[config.mk]
export PLATFORM = sky130hd
export DESIGN_NAME = record_trigger_control
export DESIGN_NICKNAME = d
export VERILOG_FILES = /design/src/design/rtc_pkg.sv /design/src/design/gpio_in_cond.sv /design/src/design/record_trigger_control.sv
export VERILOG_INCLUDE_DIRS = /design/src /design/src/design
export SDC_FILE = /design/constraint.sdc
export NUM_CORES = 1
export LEC_CHECK = 0
export BUFFER_PORTS_ARGS = -buffer_cell sky130_fd_sc_hd__buf_2
export CORE_MARGIN = 2
export CORE_UTILIZATION = 50
export CTS_CLUSTER_SIZE = 25
export DETAILED_ROUTE_END_ITERATION = 6
export PLACE_DENSITY = 0.74
export SLEW_MARGIN = 15
export SYNTH_ARGS = -nofsm -noshare
export SYNTH_HDL_FRONTEND = slang
export SYNTH_SLANG_ARGS = --single-unit
[constraint.sdc]
create_clock -name clk -period 2.7 [get_ports clk]
set_clock_uncertainty 0.05 [all_clocks]
set_input_delay 0.135 -clock clk [delete_from_list [all_inputs] [get_ports clk]]
set_output_delay 0.135 -clock clk [all_outputs]
set_load 0.03 [all_outputs]
[src/design/rtc_cfg.svh]
// timing and width constants for the record trigger control block
`ifndef RTC_CFG_SVH
`define RTC_CFG_SVH

`define RTC_CLK_MHZ     100
`define RTC_TC_W        32
`define RTC_HOLD_W      8
`define RTC_TC_LOSS_MS  100
`define RTC_TC_LOSS_CYC (`RTC_TC_LOSS_MS * `RTC_CLK_MHZ * 1000)
`define RTC_LOSS_CNT_W  24

`endif

[src/design/rtc_pkg.sv]
// types shared by the record trigger control block
package rtc_pkg;

  typedef enum logic [1:0] {
    src_manual   = 2'b00,
    src_timecode = 2'b01,
    src_cam_flag = 2'b10
  } trig_src_t;

  typedef enum logic [1:0] {
    tc_internal             = 2'b00,
    tc_ext_ltc              = 2'b01,
    halt_on_missing_tc_mode = 2'b10,
    embedded_tc_source_mode = 2'b11
  } tc_mode_t;

  typedef enum logic [1:0] {
    xp_stop    = 2'b00,
    xp_capture = 2'b01,
    xp_rec     = 2'b10,
    xp_play    = 2'b11
  } xport_t;

endpackage : rtc_pkg

[src/design/gpio_in_cond.sv]
// three-stage synchroniser, polarity and edge detect for one trigger pin
module gpio_in_cond
(
  input  wire logic clk,
  input  wire logic nrst,
  input  wire logic pin,
  input  wire logic active_low,
  output logic      asserted,
  output logic      pressed
);

  logic s1_r, s2_r, s3_r;
  logic lvl_r, lvl_nxt;
  logic prev_r, prev_nxt;

  // ----------------------------------------------------------------
  // sync and qualify
  // ----------------------------------------------------------------
  always_comb
  begin
    lvl_nxt  = (s2_r == s3_r) ? s3_r : lvl_r;
    prev_nxt = lvl_r;
  end

  // chain keeps sampling through reset: a pin held active across it is
  // settled at release and fires nothing
  // prev tracks the level, so a polarity flip alone issues no command
  always_ff @(posedge clk)
  begin
    s1_r   <= pin;
    s2_r   <= s1_r;
    s3_r   <= s2_r;
    lvl_r  <= lvl_nxt;
    prev_r <= nrst ? prev_nxt : lvl_nxt;
  end

  assign asserted = lvl_r ^ active_low;
  assign pressed  = asserted & (lvl_r ^ prev_r);
endmodule : gpio_in_cond

[src/design/record_trigger_control.sv]
// transport trigger logic: timecode, camera flag and gpio sources
// ----------------------------------------------------------------
// ----------------------------------------------------------------
`include "rtc_cfg.svh"

module record_trigger_control
  import rtc_pkg::*;
#(
  parameter int TC_LOSS_CYC = `RTC_TC_LOSS_CYC,
  parameter int TC_W        = `RTC_TC_W,
  parameter int HOLD_W      = `RTC_HOLD_W
)
(
  input  wire logic              clk,
  input  wire logic              nrst,
  input  wire trig_src_t         trig_src,
  input  wire tc_mode_t          tc_mode,
  input  wire logic [HOLD_W-1:0] holdoff_frames,
  input  wire logic              in_active_low,
  input  wire logic              out_active_low,
  input  wire logic [2:0]        gpio_in_pins,
  input  wire logic              ltc_present_pin,
  input  wire logic [TC_W-1:0]   ext_tc_word,
  input  wire logic              ext_tc_strobe,
  input  wire logic [TC_W-1:0]   int_tc_word,
  input  wire logic              sdi_start_flag,
  input  wire logic              sdi_stop_flag,
  output logic [2:0]             gpio_out_pins,
  output logic [TC_W-1:0]        stamp_tc,
  output logic                   capturing,
  output logic                   recording,
  output logic                   capture_discard
);

  localparam int GP_REC  = 0;
  localparam int GP_PLAY = 1;
  localparam int GP_STOP = 2;
  localparam logic [`RTC_LOSS_CNT_W-1:0] LOSS_MAX = `RTC_LOSS_CNT_W'(TC_LOSS_CYC);

  // ----------------------------------------------------------------
  // input conditioning
  // ----------------------------------------------------------------
  logic [2:0] gp_press;
  logic       ltc_level;

  genvar gi;
  generate
    for (gi = 0; gi < 3; gi++)
    begin : g_in
      gpio_in_cond u_cond (
        .clk        (clk),
        .nrst       (nrst),
        .pin        (gpio_in_pins[gi]),
        .active_low (in_active_low),
        .asserted   (),
        .pressed    (gp_press[gi])
      );
    end
  endgenerate

  // ltc presence is a plain active-high detector level
  gpio_in_cond u_ltc (
    .clk        (clk),
    .nrst       (nrst),
    .pin        (ltc_present_pin),
    .active_low (1'b0),
    .asserted   (ltc_level),
    .pressed    ()
  );

  // ----------------------------------------------------------------
  // timecode motion tracking
  // ----------------------------------------------------------------
  logic [TC_W-1:0]              last_tc_r, last_tc_nxt;
  logic                         roll_r, roll_nxt;
  logic [`RTC_LOSS_CNT_W-1:0]   loss_cnt_r, loss_cnt_nxt;
  logic                         tc_changed, tc_live;
  logic                         roll_start, roll_end;

  function automatic logic is_flag_mode(input trig_src_t s, input tc_mode_t m);
    return (s == src_cam_flag) && (m == embedded_tc_source_mode);
  endfunction : is_flag_mode

  assign tc_changed = ext_tc_strobe && (ext_tc_word != last_tc_r);
  // a dead link sends no words at all, so silence also counts as stopped
  assign tc_live    = (loss_cnt_r < LOSS_MAX);
  assign roll_start = tc_changed && !roll_r;
  assign roll_end   = roll_r && ((ext_tc_strobe && !tc_changed) || !tc_live);

  always_comb
  begin
    last_tc_nxt  = ext_tc_strobe ? ext_tc_word : last_tc_r;
    roll_nxt     = roll_r;
    loss_cnt_nxt = loss_cnt_r;
    if (ext_tc_strobe)
    begin
      roll_nxt     = tc_changed;
      loss_cnt_nxt = '0;
    end
    else if (loss_cnt_r < LOSS_MAX)
    begin
      loss_cnt_nxt = loss_cnt_r + 1'b1;
    end
    if (!tc_live)
      roll_nxt = 1'b0;
  end

  always_ff @(posedge clk)
  begin
    if (!nrst)
    begin
      last_tc_r  <= '0;
      roll_r     <= 1'b0;
      loss_cnt_r <= LOSS_MAX;
    end
    else
    begin
      last_tc_r  <= last_tc_nxt;
      roll_r     <= roll_nxt;
      loss_cnt_r <= loss_cnt_nxt;
    end
  end

  // ----------------------------------------------------------------
  // transport state machine
  // ----------------------------------------------------------------
  xport_t              state_r, state_nxt;
  logic [HOLD_W-1:0]   hold_cnt_r, hold_cnt_nxt;
  logic                discard_r, discard_nxt;
  logic                tc_mode_src, flag_ok, ltc_lost;

  assign tc_mode_src = (trig_src == src_timecode);
  assign flag_ok     = is_flag_mode(trig_src, tc_mode);
  assign ltc_lost    = (tc_mode == halt_on_missing_tc_mode) && !ltc_level;

  always_comb
  begin
    state_nxt    = state_r;
    hold_cnt_nxt = hold_cnt_r;
    discard_nxt  = 1'b0;
    unique case (state_r)
      xp_stop:
      begin
        if (gp_press[GP_STOP])
          state_nxt = xp_stop;
        else if (gp_press[GP_REC])
          state_nxt = xp_rec;
        else if (gp_press[GP_PLAY])
          state_nxt = xp_play;
        else if (flag_ok && sdi_start_flag)
          state_nxt = xp_rec;
        else if (tc_mode_src && roll_start && !ltc_lost)
        begin
          // capture starts the moment code rolls, or record does at once with zero hold-off; commit waits out hold-off
          hold_cnt_nxt = holdoff_frames;
          state_nxt    = (holdoff_frames == '0) ? xp_rec : xp_capture;
        end
      end
      xp_capture:
      begin
        if (gp_press[GP_REC] && !gp_press[GP_STOP])
          state_nxt = xp_rec;
        else if (gp_press[GP_STOP] || ltc_lost || !tc_live ||
            (ext_tc_strobe && !tc_changed))
        begin
          state_nxt   = xp_stop;
          discard_nxt = 1'b1;
        end
        else if (tc_changed)
        begin
          if (hold_cnt_r == HOLD_W'(1))
            state_nxt = xp_rec;
          else
            hold_cnt_nxt = hold_cnt_r - 1'b1;
        end
      end
      xp_rec:
      begin
        if (gp_press[GP_STOP])
          state_nxt = xp_stop;
        else if (gp_press[GP_REC])
          state_nxt = xp_rec;
        else if (ltc_lost)
          state_nxt = xp_stop;
        else if (flag_ok && sdi_stop_flag)
          state_nxt = xp_stop;
        else if (tc_mode_src && roll_end)
          state_nxt = xp_stop;
      end
      xp_play:
      begin
        if (gp_press[GP_STOP])
          state_nxt = xp_stop;
        else if (gp_press[GP_REC])
          state_nxt = xp_rec;
      end
    endcase
  end

  always_ff @(posedge clk)
  begin
    if (!nrst)
    begin
      state_r    <= xp_stop;
      hold_cnt_r <= '0;
      discard_r  <= 1'b0;
    end
    else
    begin
      state_r    <= state_nxt;
      hold_cnt_r <= hold_cnt_nxt;
      discard_r  <= discard_nxt;
    end
  end

  assign capture_discard = discard_r;

  // ----------------------------------------------------------------
  // indicator outputs and timecode stamp
  // ----------------------------------------------------------------
  logic [2:0]      out_r, out_nxt;
  logic [TC_W-1:0] stamp_r, stamp_nxt;
  logic            cap_r, rec_r;

  always_comb
  begin
    // capture is not yet a committed take, so it shows as stopped
    out_nxt[GP_REC]  = (state_r == xp_rec)  ^ out_active_low;
    out_nxt[GP_PLAY] = (state_r == xp_play) ^ out_active_low;
    out_nxt[GP_STOP] = ((state_r == xp_stop) || (state_r == xp_capture))
                       ^ out_active_low;
    // trigger source plays no part here on purpose
    stamp_nxt = (tc_mode == tc_internal) ? int_tc_word : ext_tc_word;
  end

  always_ff @(posedge clk)
  begin
    if (!nrst)
    begin
      out_r   <= '0;
      stamp_r <= '0;
      cap_r   <= 1'b0;
      rec_r   <= 1'b0;
    end
    else
    begin
      out_r   <= out_nxt;
      stamp_r <= stamp_nxt;
      cap_r   <= (state_nxt == xp_capture);
      rec_r   <= (state_nxt == xp_rec);
    end
  end

  assign gpio_out_pins = out_r;
  assign stamp_tc      = stamp_r;
  assign capturing     = cap_r;
  assign recording     = rec_r;
endmodule : record_trigger_control

==> flow_metrics.tcl <==
set metrics [dict create \
    fp.dieW_um 107.6 \
    fin_crit_ns 2.556 \
    synth_area_leaders "dfxtp_1 (46%), nand2_1 (7.0%), xnor2_1 (6.2%)" \
    cts_root_buf "clkbuf_8" \
    clock_latency_ns 0.52 \
    synth-seq-cells 124 \
    worstSetupPathType "register to register" \
    p_clk_share_pct 44.1 \
    hold_violations 0 \
    numPortBuffers 124 \
    clk_pin_slew_worst_paths_ns 0.06 \
    r2r_start "last_tc_r[27]" \
    n_antenna_cell 0 \
    drtIter0Drc 403 \
    numCtsBuffers 17 \
    grt_pass1_wl_mm 28.48 \
    overflow 0 \
    synthArstFlopShare_pct 0 \
    slowest_stage "nor4_1" \
    max_stage_delay_ns 0.55 \
    synth_xor_area_share_pct 8.166 \
    synthesis.instances 614 \
    status "finished, final reports clean" \
    p_switching_mw 1.377 \
    viasPerCell 5.680 \
    pwr-share-comb_pct 16.8 \
    worstPathCellList "xnor2_1, nand4_1, nor4_1, and2_1, a211oi_1, a2111oi_0" \
    start_util_pct 51.71 \
    num_rows 37 \
    slew_violations 0 \
    grt_max_degree 51 \
    fin_tns_setup_ns 0 \
    worst_pin_slew_ns 0.9249 \
    yosys_warnings 0 \
    netlist.area_leader.share_pct 45.92 \
    grt_pass1_vias 5915 \
    final_core_util_pct 75.00 \
    rr_endpoint "capture_discard" \
    synth_top_family_by_area "simple AND/OR/NAND/NOR gates" \
    crit_fanout 13 \
    syn-cell-area_um2 5363 \
    yosysTopAreaCell "dfxtp_1" \
    cp-end-kind "register" \
    syn_area_per_cell_um2 8.734 \
    yosysUniqueCellTypes 57 \
    cap_violations 0 \
    critPathLaunchType "register" \
    crit_path_start "last_tc_r[27]" \
    setup_viol 0 \
    dp_hpwl_mm 9.776 \
    p_int_mw 3.788 \
    r2r_slack_ns 0.14 \
    cts_tree "built" \
    htree_levels 4 \
    synth_fp_nets 704 \
    max_freq_mhz 391.3 \
    cp.arrival_ns 2.91 \
    rsz0062_at_grt "no" \
    yosys-top-cells-count "dfxtp_1 (123), nand2_1 (100), nor2_1 (63)" \
    synthSimpleGateAreaFrac_pct 23.52 \
    post_drt_wl_per_cell_um 18.11 \
    ant_nets 0 \
    drive_gt1_share_pct 20.14 \
    place.gp.congestion 0.9277 \
    final.period_utilization_pct 94.65 \
    ir_drop_mv 0.4682 \
    synth_fa_ha_area_share_pct 1.260 \
    yosysSeqAreaShare_pct 46.48 \
    die-area_um2 11570 \
    worst_setup_path_endpoint "capture_discard" \
    yosysMostFrequentCell "dfxtp_1" \
    r2r_cells 6 \
    wl_mm 17.93 \
    clkSinkCount 124 \
    grt_usage_pct 31.56 \
    drtPass1Iterations 6 \
    vias 5623 \
    synthFlopType "dfxtp_1" \
    synth_edf_count 1 \
    cp.required_ns 3.05 \
    synth_compound_area_share_pct 11.50 \
    die_y_um 107.6 \
    min_path_type "primary input to register" \
    p_leak_nw 3.382 \
    io_pins 125 \
    core_area_um2 10370 \
    drc 0 \
    antenna_found_initial 0 \
    relSlewSlack_pct 38.34 \
    power_density_nw_per_um2 664.1 \
    switching_share_pct 26.66 \
    seqPwrFrac_pct 39.1 \
    synth.area.mux_share_pct 5.973 \
    fin_nets 932 \
    cts.path.max_buffers 2 \
    syn2layout_area_growth_pct 45.03 \
]
-- power groups by stage --
| stage | clock network, mW | logic, mW | registers (mW) |
|---|---|---|---|
| floorplan | 0 | 0.376 | 2.13 |
| CTS | 2.28 | 0.828 | 2.01 |
| detailed placement | 0 | 0.692 | 2.05 |
| finish | 2.28 | 0.865 | 2.02 |
| global placement | 0 | 0.680 | 2.05 |
| global route | 2.38 | 0.931 | 2.03 |
-- registers in the layout, summed over array words and instances, names as in the netlist, 2 cells and up --
register,cells
g_in.u_cond.s3_r,3
state_r,2
loss_cnt_r,24
g_in.u_cond.s1_r,3
last_tc_r,32
g_in.u_cond.prev_r,3
gpio_out_pins,3
g_in.u_cond.s2_r,3
stamp_tc,32
g_in.u_cond.lvl_r,3
hold_cnt_r,8
-- cell families (layout without fill, tap and decap cells) --
| group | after synthesis | count (layout) |
|---|---|---|
| muxes | 32 | 32 |
| DFF | 124 | 124 |
| buffers and inverters | 44 | 284 |
| AOI/OAI and AO/OA | 97 | 97 |
| and+or+nand+nor | 261 | 261 |
| xor gates and xnor gates | 50 | 50 |
| adders and majority gates | 6 | 6 |
-- per-layer routing --
metal | GRT usage [%] | routed length, µm
met5 | 0 | 0
met1 | 34.40 | 6779
met2 | 54.54 | 8996
met3 | 9.322 | 1361
met4 | 17.58 | 794
-- layout by cell type, fill, tap and decap left out, drive strengths merged, types with 6 or more instances in the layout --
cell | Yosys | layout
o21ai | 16 | 16
nor4 | 14 | 14
nand4 | 23 | 23
buf | 2 | 133
xor2 | 12 | 12
o211ai | 9 | 9
nor3 | 7 | 7
or3 | 6 | 6
inv | 11 | 12
or4 | 6 | 6
nand2 | 100 | 100
and2 | 6 | 6
dfxtp | 123 | 123
nor2 | 63 | 63
mux2i | 32 | 32
xnor2 | 38 | 38
nand3 | 10 | 10
clkbuf | 31 | 20
dlygate4sd3 | 0 | 109
o32ai | 6 | 6
a21oi | 45 | 45
-- critical path: cells and delay by family (launching register included) --
kind	cells	cell delay (ns)
AO/OA/AOI/OAI	2	0.51
XOR/XNOR	1	0.29
flip-flops	1	0.32
AND/OR/NAND/NOR	3	1.26
-- final cells by class --
class / instances / area (µm²)
clock buffer: 20 / 445.4
clock inverter: 11 / 142.6
fill: 676 / 2592
inverter: 11 / 41.29
multi-input combinational: 446 / 2706
sequential: 124 / 2492
tap: 136 / 170.2
timing repair buffer: 242 / 1779
-- through the flow --
step                cells  total power, mW  hold WS, ns  worst slack [ns]  cell area, µm²
floorplan             614            2.505       0.1127            0.4651            5363
global placement      850            2.725       0.1910            0.3598            6098
detailed placement    850            2.743       0.1886            0.2496            6098
CTS                   990            5.125       0.1463            0.2375            7777
global route          990            5.342       0.2079            0.1030            7777
finish                990            5.165       0.1695            0.1444            7777
-- worst min path at each step --
stage	start	endpoint	depth (start not counted)
floorplan	gpio_in_pins[0]	g_in[0].u_cond.s1_r	0
global placement	ltc_present_pin	u_ltc.s1_r	1
detailed placement	ltc_present_pin	u_ltc.s1_r	1
CTS	ext_tc_strobe	loss_cnt_r[19]	4
global route	gpio_in_pins[0]	g_in[0].u_cond.s1_r	2
finish	ext_tc_strobe	loss_cnt_r[19]	4
-- timing repair --
action / CTS / global route
hold endpoints to repair: 88 / 0
resized for setup: 0 / 0
buffers inserted: 0 / 0
hold buffers: 109 / 0
Power figures use the tool's default switching activity.
